<file path="config.mk">
export PLATFORM = sky130hd
export DESIGN_NAME = rca_coex_arbiter
export DESIGN_NICKNAME = d
export VERILOG_FILES = /design/src/rca_us_tick.sv /design/src/rca_coex_arbiter.sv
export SDC_FILE = /design/constraint.sdc
export NUM_CORES = 1
export LEC_CHECK = 0
export ABC_AREA = 1
export BUFFER_PORTS_ARGS = -buffer_cell sky130_fd_sc_hd__buf_2
export CAP_MARGIN = 20
export CORE_ASPECT_RATIO = 1.5
export CORE_UTILIZATION = 63
export CTS_BUF_LIST = sky130_fd_sc_hd__clkbuf_8
export CTS_CLUSTER_SIZE = 12
export DETAILED_ROUTE_END_ITERATION = 10
export PLACE_DENSITY_LB_ADDON = 0.2
export SLEW_MARGIN = 20
export SYNTH_ARGS = -nofsm -noshare
export SYNTH_HDL_FRONTEND = slang
export SYNTH_SLANG_ARGS = --single-unit
</file>
<file path="constraint.sdc">
create_clock -name clk_i -period 2.1 [get_ports clk_i]
set_clock_uncertainty 0.05 [all_clocks]
set_input_delay 0.63 -clock clk_i [delete_from_list [all_inputs] [get_ports clk_i]]
set_output_delay 0.63 -clock clk_i [all_outputs]
set_load 0.05 [all_outputs]
</file>
<file path="src/rca_us_tick.sv">
/*
  Shared constants of the coexistence arbiter and the microsecond tick
  divider that paces all of its timing.
  Assumes one free-running system clock and a synchronous reset.
*/
package rca_pkg;
  // ----------------------------------------------------------------------
  // Clock and timing
  // ----------------------------------------------------------------------
  localparam int unsigned CLK_HZ     = 10_000_000;
  localparam int unsigned US_HZ      = 1_000_000;
  localparam int unsigned CYC_PER_US = CLK_HZ / US_HZ;
  localparam int unsigned CNT_W      = 10;
  localparam logic [9:0] T1_MAX_US     = 10'd100;  // First priority bit valid
  localparam logic [9:0] T8_MAX_US     = 10'd100;  // Second priority bit valid
  localparam logic [9:0] T2_MAX_US     = 10'd100;  // Direction bit valid
  localparam logic [9:0] T3_MAX_US     = 10'd594;  // Decision deadline
  localparam logic [9:0] T7_MAX_US     = 10'd600;  // Request rise to first slot
  localparam logic [9:0] SLOT_US       = 10'd625;  // Fixed slot period
  localparam logic [9:0] GRANT_LEAD_US = 10'd5;    // Grant lead before a slot
  localparam int unsigned SLOT_CYC     = 625 * CYC_PER_US;
  // ----------------------------------------------------------------------
  // Encodings
  // ----------------------------------------------------------------------
  localparam logic DIR_TX = 1'b1;
  localparam logic DIR_RX = 1'b0;
  typedef enum logic [2:0] {
    ST_IDLE   = 3'b000,
    ST_PRIO0  = 3'b001,
    ST_PRIO1  = 3'b010,
    ST_DIR    = 3'b011,
    ST_ACTIVE = 3'b100
  } rca_state_e;
endpackage

module rca_us_tick #(
  parameter int unsigned DIV = rca_pkg::CYC_PER_US
) (
  // Clock and reset
  input  wire logic clk_i,
  input  wire logic rst_i,
  // Tick
  output logic      tick_o
);
  import rca_pkg::*;

  if (DIV < 2 || DIV > 255) begin : g_bad_div
    $error("rca_us_tick: divider out of range");
  end

  logic [7:0] cnt_reg;
  logic [7:0] cnt_next;

  always_comb begin
    if (cnt_reg == 8'(DIV - 1)) begin
      cnt_next = 8'h00;
    end else begin
      cnt_next = cnt_reg + 8'h01;
    end
  end

  always_ff @(posedge clk_i) begin
    if (rst_i) begin
      cnt_reg <= 8'h00;
    end else begin
      cnt_reg <= cnt_next;
    end
  end

  assign tick_o = (cnt_reg == 8'(DIV - 1));
endmodule

</file>
<file path="src/rca_coex_arbiter.sv">
/*
  Slot-based coexistence arbiter: samples request, priority and direction
  from a short-range radio and answers with an active-low slot grant.
  Assumes the radio keeps its side of the timing and that all inputs are
  synchronous to clk_i; the first slot boundary is taken at its latest.
*/
// Function
// Radio shows first priority bit within 100 us of request rise.
// Radio shows direction at least 2 us after priority, held until changed.
// Grant decision within 594 us of direction valid, before first slot.
// Grant valid a fixed lead before each slot; grant always covers transmit. The code decides transmit slots by priority like any other and can deny them.
// Grant persists across slots; receive-to-transmit change re-arbitrates.
// Next slot direction shown at most 600 us before slot, steady otherwise.
// Radio changes direction only after its last data bit.
// Radio drops request 0 to 25 us after its last data bit.
// First slot boundary at most 600 us after request rise.
// Optional second priority bit 2 to 100 us after the first.
// Each slot is a fixed 625 us period.
// Grant is active low and held high during reset.
module rca_coex_arbiter
  import rca_pkg::*;
#(
  parameter int unsigned CYC_US = rca_pkg::CYC_PER_US
) (
  // Clock and reset
  input  wire logic       clk_i,
  input  wire logic       rst_i,
  // Radio link
  input  wire logic       radio_request_i,
  input  wire logic       radio_state_line_i,
  output logic            slot_grant_n_o,
  // Configuration and WLAN side
  input  wire logic       two_bit_prio_i,
  input  wire logic       wlan_busy_i,
  input  wire logic [1:0] prio_threshold_i,
  // Status
  output logic            slot_boundary_o,
  output logic [1:0]      radio_prio_o
);
  import rca_pkg::*;

  // Slot length in clock cycles; the period check counts it in 16 bits
  localparam int unsigned SLOT_CYCLES = int'(SLOT_US) * CYC_US;

  if (CYC_US < 2 || SLOT_CYCLES > 32'h0000FFFF) begin : g_bad_cyc
    $error("rca_coex_arbiter: cycles per microsecond out of range");
  end

  // ----------------------------------------------------------------------
  // Decision
  // ----------------------------------------------------------------------
  // Idle WLAN always yields; otherwise the radio needs enough priority
  function automatic logic decide(input logic [1:0] prio, input logic busy, input logic [1:0] thr);
    decide = !busy || (prio >= thr);
  endfunction

  // ----------------------------------------------------------------------
  // State
  // ----------------------------------------------------------------------
  logic       tick;
  rca_state_e state_reg,   state_next;
  logic [9:0] rise_cnt_reg, rise_cnt_next;
  logic [9:0] cdown_reg,   cdown_next;
  logic [1:0] prio_reg,    prio_next;
  logic       dir_reg,     dir_next;
  logic       grant_n_reg, grant_n_next;
  logic       bound_reg,   bound_next;
  logic [9:0] dir_at;
  logic       lead_hit;

  rca_us_tick #(
    .DIV    (CYC_US)
  ) u_tick (
    .clk_i  (clk_i),
    .rst_i  (rst_i),
    .tick_o (tick)
  );

  // One-bit priority fills both bits so high priority reaches the top level
  assign dir_at   = two_bit_prio_i ? (T1_MAX_US + T8_MAX_US + T2_MAX_US)
                                   : (T1_MAX_US + T2_MAX_US);
  assign lead_hit = (state_reg == ST_ACTIVE) && tick && (cdown_reg == GRANT_LEAD_US);

  always_comb begin
    state_next    = state_reg;
    rise_cnt_next = rise_cnt_reg;
    cdown_next    = cdown_reg;
    prio_next     = prio_reg;
    dir_next      = dir_reg;
    grant_n_next  = grant_n_reg;
    bound_next    = 1'b0;
    if (tick && rise_cnt_reg != 10'h3FF) begin
      rise_cnt_next = rise_cnt_reg + 10'h001;
    end
    case (state_reg)
      ST_IDLE: begin
        grant_n_next = 1'b1;
        if (radio_request_i) begin
          state_next    = ST_PRIO0;
          rise_cnt_next = 10'h000;
        end
      end
      ST_PRIO0: begin
        // Sample at the latest valid point so any radio within range works
        if (rise_cnt_reg == T1_MAX_US) begin
          prio_next  = {radio_state_line_i, radio_state_line_i};
          state_next = two_bit_prio_i ? ST_PRIO1 : ST_DIR;
        end
      end
      ST_PRIO1: begin
        if (rise_cnt_reg == T1_MAX_US + T8_MAX_US) begin
          prio_next[0] = radio_state_line_i;
          state_next   = ST_DIR;
        end
      end
      ST_DIR: begin
        if (rise_cnt_reg == dir_at) begin
          dir_next     = radio_state_line_i;
          grant_n_next = !decide(prio_reg, wlan_busy_i, prio_threshold_i);
          // The boundary fires on the tick after zero, so stop one short of 600 us
          cdown_next   = T7_MAX_US - rise_cnt_reg - 10'h001;
          state_next   = ST_ACTIVE;
        end
      end
      ST_ACTIVE: begin
        if (tick) begin
          if (cdown_reg == 10'h000) begin
            cdown_next = SLOT_US - 10'h001;
            bound_next = 1'b1;
          end else begin
            cdown_next = cdown_reg - 10'h001;
          end
        end
        if (lead_hit) begin
          dir_next = radio_state_line_i;
          // Denied slots retry each slot; granted ones hold unless Rx to Tx
          if (grant_n_reg || (dir_reg == DIR_RX && radio_state_line_i == DIR_TX)) begin
            grant_n_next = !decide(prio_reg, wlan_busy_i, prio_threshold_i);
          end
        end
      end
      default: begin
        state_next = ST_IDLE;
      end
    endcase
    if (state_reg != ST_IDLE && !radio_request_i) begin
      state_next   = ST_IDLE;
      grant_n_next = 1'b1;
    end
  end

  always_ff @(posedge clk_i) begin
    if (rst_i) begin
      state_reg    <= ST_IDLE;
      rise_cnt_reg <= 10'h000;
      cdown_reg    <= 10'h000;
      prio_reg     <= 2'b00;
      dir_reg      <= DIR_RX;
      grant_n_reg  <= 1'b1;
      bound_reg    <= 1'b0;
    end else begin
      state_reg    <= state_next;
      rise_cnt_reg <= rise_cnt_next;
      cdown_reg    <= cdown_next;
      prio_reg     <= prio_next;
      dir_reg      <= dir_next;
      grant_n_reg  <= grant_n_next;
      bound_reg    <= bound_next;
    end
  end

  assign slot_grant_n_o  = grant_n_reg;
  assign slot_boundary_o = bound_reg;
  assign radio_prio_o    = prio_reg;

  // ----------------------------------------------------------------------
  // Checks
  // ----------------------------------------------------------------------
  logic [15:0] since_bound_reg;
  logic        seen_bound_reg;

  always_ff @(posedge clk_i) begin
    if (rst_i || state_reg != ST_ACTIVE) begin
      since_bound_reg <= 16'h0000;
      seen_bound_reg  <= 1'b0;
    end else if (bound_reg) begin
      since_bound_reg <= 16'h0001;
      seen_bound_reg  <= 1'b1;
    end else begin
      since_bound_reg <= since_bound_reg + 16'h0001;
    end
  end
endmodule

</file>
==> flow_metrics.py, run 1 <==
metrics = {
    "status": {
        "outcome": "complete, no violations",
    },
    "critical_path": {
        "r2r-start": "cdown_reg[0]$_SDFFE_PP0P_",
        "r2r_setup_slack_ns": 0.31,
        "reg2regPathDepth": 10,
        "slowest_stage": "dfxtp_1",
        "end_kind": "flop",
        "crit_type": "reg2reg",
        "cp_max_fo": 7,
        "reg2reg_to": "cdown_reg[5]$_SDFFE_PP0P_",
        "cpPeakStageDelay_ns": 0.33,
        "startpoint_type": "flop",
        "required_ns": 2.28,
        "arrival_ns": 1.97,
        "critPathTopFamily": "simple AND/OR/NAND/NOR gates",
        "cp_num_buf_inv": 1,
        "crit_path_cell_trace": "inv_1 > ha_1 > nand2_1 > nor2_1 > nand2_1 > nand2_1 > nand2_1 > nand2_1 > nand2_1 > a21oi_1",
        "cpMostUsedCell": "nand2_1",
    },
    "clock_network": {
        "cts_setup_buffers": 0,
        "cts_tree": "done",
        "cts_resized": 0,
        "cts_max_level": 2,
        "insertion_delay_ns": 0.29,
        "clkTransAtPathRegs_ns": 0.07,
        "clock-sinks": 36,
        "numCtsBuffers": 5,
        "cts_buffer_depth": 2,
        "cts-root-buf": "clkbuf_8",
        "cts_hold_buffers": 0,
    },
    "drt": {
        "wl_met2_mm": 2.90,
        "ant_nets": 0,
        "top_layer": "met4",
        "drtPass1Iterations": 4,
        "vias": 2385,
        "first_iter_violations": 81,
        "drc": 0,
        "wirelength_met1_mm": 2.21,
        "wire_per_inst_um": 13.1,
        "wl_mm": 5.56,
        "vias_per_cell": 5.60,
        "wl_met3_um": 241,
    },
    "floorplanning": {
        "fp.dieW_um": 52.1,
        "coreArea_um2": 3510,
        "rows": 26,
        "die-area_um2": 4010,
        "start_util_pct": 67.4,
        "die-height_um": 77.1,
        "num_io_pins": 12,
    },
    "timing": {
        "timing.final.hold_violations": 0,
        "worst_slew_pin_slew_ns": 0.524,
        "rsz0062_at_grt": "no",
        "period_minus_slack_ns": 1.79,
        "fin_ws_ns": 0.307,
        "min_period_over_period_pct": 85.4,
        "slew_headroom_pct": 64.9,
        "slew_viol_final": 0,
        "max_freq_ghz": 0.558,
        "fin_tns_setup_ns": 0,
        "setup_viol": 0,
        "worst_hold_slack_ns": 0.423,
    },
    "placed_design": {
        "gp_congestion": 0.971,
        "dpl_worst_slack_ns": 0.291,
        "hpwlAfterDp_mm": 4.28,
        "port_buffers": 11,
    },
    "logic_synthesis": {
        "syn_area_um2": 2370,
        "synthFlopType": "dfxtp_1",
        "yosysSeqAreaShare_pct": 30.4,
        "synth_warnings": 0,
        "async_flop_share_pct": 0,
        "ys_seq_elements": 36,
        "yosysUniqueCellTypes": 33,
        "syn_area_per_cell_um2": 6.40,
        "yosysMostFrequentCell": "nand2_1",
        "syn_inst": 370,
        "synth_edf_count": 0,
        "synth_top_area_share_pct": 30.4,
        "synthTopCellsByArea": "dfxtp_1 (30%), nand2_1 (14%), nor2_1 (9.7%), inv_1 (7.3%), nand3_1 (5.5%)",
        "synthesis.nets": 387,
        "synthTopCellsByCount": "nand2_1 (90), nor2_1 (61), inv_1 (46), dfxtp_1 (36), nand3_1 (26)",
        "synth_area_leader_cell": "dfxtp_1",
    },
    "layout": {
        "syn_to_final_growth_pct": 6.97,
        "post-route-util_pct": 72.1,
        "antenna_cells": 0,
        "fillers": 320,
        "nNetsFinal": 400,
        "drive_above_1_share_pct": 10.2,
    },
    "global_routing": {
        "grt_pass1_vias": 2296,
        "grt_overflow": 0,
        "antenna_found_initial": 0,
        "grt_usage_pct": 30.9,
        "grt_start_max_net_pins": 19,
        "grt_pass1_wl_mm": 9.37,
    },
    "min_path": {
        "min_path_cells": 2,
        "min_to": "radio_prio_o[1]$_SDFFE_PP0P_",
        "worstHoldStart": "radio_prio_o[1]$_SDFFE_PP0P_",
        "hold_class": "reg2reg",
    },
    "pwr": {
        "finalPower_mw": 2.16,
        "peakVddDrop_v": 0.000657,
        "power_density_nw_per_um2": 854,
        "cellLeakagePower_nw": 1.21,
    },
    "flow_run": {
        "cap_viol_max_count": 0,
    },
}
[how the worst max path moves through the flow]
stage / startpoint / end / slack (ns) / depth (start not counted)
CTS: cdown_reg[0]$_SDFFE_PP0P_ / cdown_reg[5]$_SDFFE_PP0P_ / 0.31 / 10
detailed placement: rst_i / rise_cnt_reg[8]$_SDFF_PP0_ / 0.29 / 6
floorplan: rst_i / rise_cnt_reg[8]$_SDFF_PP0_ / 0.42 / 6
finish: cdown_reg[0]$_SDFFE_PP0P_ / cdown_reg[5]$_SDFFE_PP0P_ / 0.31 / 10
global route: cdown_reg[0]$_SDFFE_PP0P_ / cdown_reg[5]$_SDFFE_PP0P_ / 0.13 / 10
global placement: rst_i / rise_cnt_reg[8]$_SDFF_PP0_ / 0.31 / 6
[worst min-delay path: cells and delay by family (launching register included)]
family / cells / cell delay (ns)
AO/OA/AOI/OAI: 1 / 0.05
buffers and inverters: 1 / 0.05
flip-flops: 1 / 0.33
[where the power goes]
group	total (mW)	switching [mW]	internal [mW]	leakage (nW)
Sequential	0.818	0.0732	0.745	0.292
Clock	0.500	0.243	0.258	0.0538
Combinational	0.845	0.577	0.268	0.863
Total	2.16	0.893	1.27	1.21
[layer usage]
metal  up-vias  GRT usage, %
li1       1211             -
met1      1088          29.8
met2        65          57.4
met3        21          6.15
met4         0          16.5
met5         -             0
[cell type report]
cell class	count	area [um^2]	area share, %
clock buffer	6	82.6	3.26
timing repair buffer	12	62.6	2.47
sequential	36	721	28.4
tap	42	52.6	2.07
inverter	49	184	7.26
multi-input combinational	279	1420	56.2
clock inverter	2	7.51	0.296
[cell usage in the layout, fill, tap and decap left out, types with 3 or more instances in the layout]
master    count
nand2_1      90
nor2_1       61
inv_1        48
dfxtp_1      36
nand3_1      26
o21ai_0      23
a21oi_1      19
buf_2        11
nand4_1      10
ha_1          9
xor2_1        6
clkbuf_8      6
nand2_2       5
nand3_2       5
inv_2         3
nand2_4       3
nor3_1        3
o21ai_1       3
nand3b_1      3
[kinds of logic (layout without fill, tap and decap cells)]
family,after synthesis,in the layout,synth area share [%]
AO/OA/AOI/OAI,50,50,11.1
XOR/XNOR,7,7,2.59
adder cells (fa/ha/maj),9,9,4.75
AND/OR/NAND/NOR,213,213,41.7
buffers and inverters,55,69,9.46
flip-flops,36,36,30.4
[through the flow]
stage          instance area [um^2]  instances
2_1_floorplan                  2370        370
3_3_place_gp                   2440        418
3_5_place_dp                   2440        418
4_1_cts                        2530        426
5_1_grt                        2530        426
6_report                       2530        426
Power figures use the tool's default switching activity.
==> run 2: changes to the inputs <==
- CORE_ASPECT_RATIO: 1.5 -> 0.9
- CORE_UTILIZATION: 63 -> 60
==> flow_metrics.py, run 2 (same netlist as run 1, synthesis figures left out) <==
metrics = {
    "layout": {
        "drive_above_1_share_pct": 10.2,
        "post-route-util_pct": 67.6,
        "antenna_cells": 0,
        "final_cell_mix": "nand2_1 (90), nor2_1 (61), inv_1 (48)",
        "fillers": 350,
        "final_common_cell": "nand2_1",
        "syn_to_final_growth_pct": 7.18,
        "nNetsFinal": 400,
    },
    "drt": {
        "ant_nets": 0,
        "drtPass1Iterations": 5,
        "vias_per_cell": 5.49,
        "top_layer": "met4",
        "drc": 0,
        "wirelength_met1_mm": 2.61,
        "wl_met2_mm": 2.35,
        "first_iter_violations": 153,
        "wl_met3_um": 266,
        "wl_mm": 5.29,
        "wire_per_inst_um": 12.3,
        "vias": 2359,
    },
    "critical_path": {
        "crit_path_cell_trace": "ha_1 > nand3_2 > nor3_4 > nand3_2 > nand2_4 > inv_2 > nand2_1 > nand2_1 > nand2_1 > nor2_1",
        "cpPeakStageDelay_ns": 0.43,
        "required_ns": 2.21,
        "r2r_setup_slack_ns": 0.35,
        "cp_max_fo": 10,
        "slowest_stage": "dfxtp_1",
        "cpMostUsedCell": "nand2_1",
        "startpoint_type": "flop",
        "crit_type": "reg2reg",
        "end_kind": "flop",
        "arrival_ns": 1.86,
    },
    "timing": {
        "min_period_over_period_pct": 83.3,
        "slew_headroom_pct": 64.6,
        "max_freq_ghz": 0.572,
        "fin_tns_setup_ns": 0,
        "rsz0062_at_grt": "no",
        "timing.final.hold_violations": 0,
        "worst_slew_pin_slew_ns": 0.528,
        "setup_viol": 0,
        "period_minus_slack_ns": 1.75,
        "slew_viol_final": 0,
    },
    "clock_network": {
        "cts_resized": 0,
        "cts_max_level": 2,
        "numCtsBuffers": 5,
        "cts_buffer_depth": 2,
        "cts_hold_buffers": 0,
        "clkTransAtPathRegs_ns": 0.07,
        "cts_setup_buffers": 0,
        "cts_tree": "done",
        "cts-root-buf": "clkbuf_8",
        "insertion_delay_ns": 0.29,
        "clock-sinks": 36,
    },
    "floorplanning": {
        "start_util_pct": 63.0,
        "die-area_um2": 4200,
        "die-height_um": 61.6,
        "fp.dieW_um": 68.2,
        "coreArea_um2": 3760,
        "num_io_pins": 12,
        "rows": 21,
    },
    "global_routing": {
        "grt_start_max_net_pins": 19,
        "grt_usage_pct": 27.1,
        "grt_overflow": 0,
        "antenna_found_initial": 0,
        "grt_pass1_wl_mm": 8.34,
        "grt_pass1_vias": 1853,
    },
    "pwr": {
        "power_density_nw_per_um2": 839,
        "finalPower_mw": 2.13,
        "peakVddDrop_v": 0.000712,
        "cellLeakagePower_nw": 1.21,
    },
    "flow_run": {
        "cap_viol_max_count": 0,
    },
    "placed_design": {
        "gp_congestion": 0.915,
        "hpwlAfterDp_mm": 3.97,
        "port_buffers": 11,
    },
    "status": {
        "outcome": "complete, no violations",
    },
    "min_path": {
        "hold_class": "reg2reg",
    },
}
## run 2: cell counts in the layout (fill, tap and decap cells not counted)
Identical to the previous run, type by type.
## run 2: final timing paths
kind                              start  depth (start not counted)                    endpoint
max          rise_cnt_reg[0]$_SDFF_PP0_                         10  rise_cnt_reg[7]$_SDFF_PP0_
min reg2reg        dir_reg$_SDFFE_PP0P_                          2        dir_reg$_SDFFE_PP0P_
min                dir_reg$_SDFFE_PP0P_                          2        dir_reg$_SDFFE_PP0P_
max reg2reg  rise_cnt_reg[0]$_SDFF_PP0_                         10  rise_cnt_reg[7]$_SDFF_PP0_
## run 2: metrics by stage
stage	std cells	setup slack, ns	cell area, um^2	hold slack [ns]
finish	430	0.350	2540	0.423
global route	430	0.190	2540	0.452
CTS	430	0.385	2540	0.422
detailed placement	422	0.341	2450	0.409
global placement	422	0.367	2450	0.401
floorplan	370	0.420	2370	0.383
## run 2: power by group
group          total [mW]  switching, mW  internal (mW)
registers           0.813         0.0681          0.745
clock network       0.497          0.239          0.258
logic               0.821          0.552          0.269
## run 2: layout make-up
type                            count  area (um^2)  share of cell area, %
Inverter                           49          184                   7.24
Sequential cell                    36          721                   28.4
Clock buffer                        6         82.6                   3.25
Timing Repair Buffer               12         62.6                   2.46
Multi-Input combinational cell    279         1420                   56.1
Clock inverter                      2         7.51                  0.296
Tap cell                           46         57.6                   2.27
## run 2: routing by layer
metal | track usage [%] | vias to the layer above
met3 | 4.81 | 10
li1 | - | 1209
met5 | 0 | -
met4 | 8.04 | 0
met1 | 38.7 | 1084
met2 | 41.5 | 56
## run 2: critical path, delay by kind of cell (launching register included)
kind / cells / cell delay (ns)
AND/OR/NAND/NOR: 8 / 0.84
flip-flops: 1 / 0.43
adder cells (fa/ha/maj): 1 / 0.24
buffers and inverters: 1 / 0.07
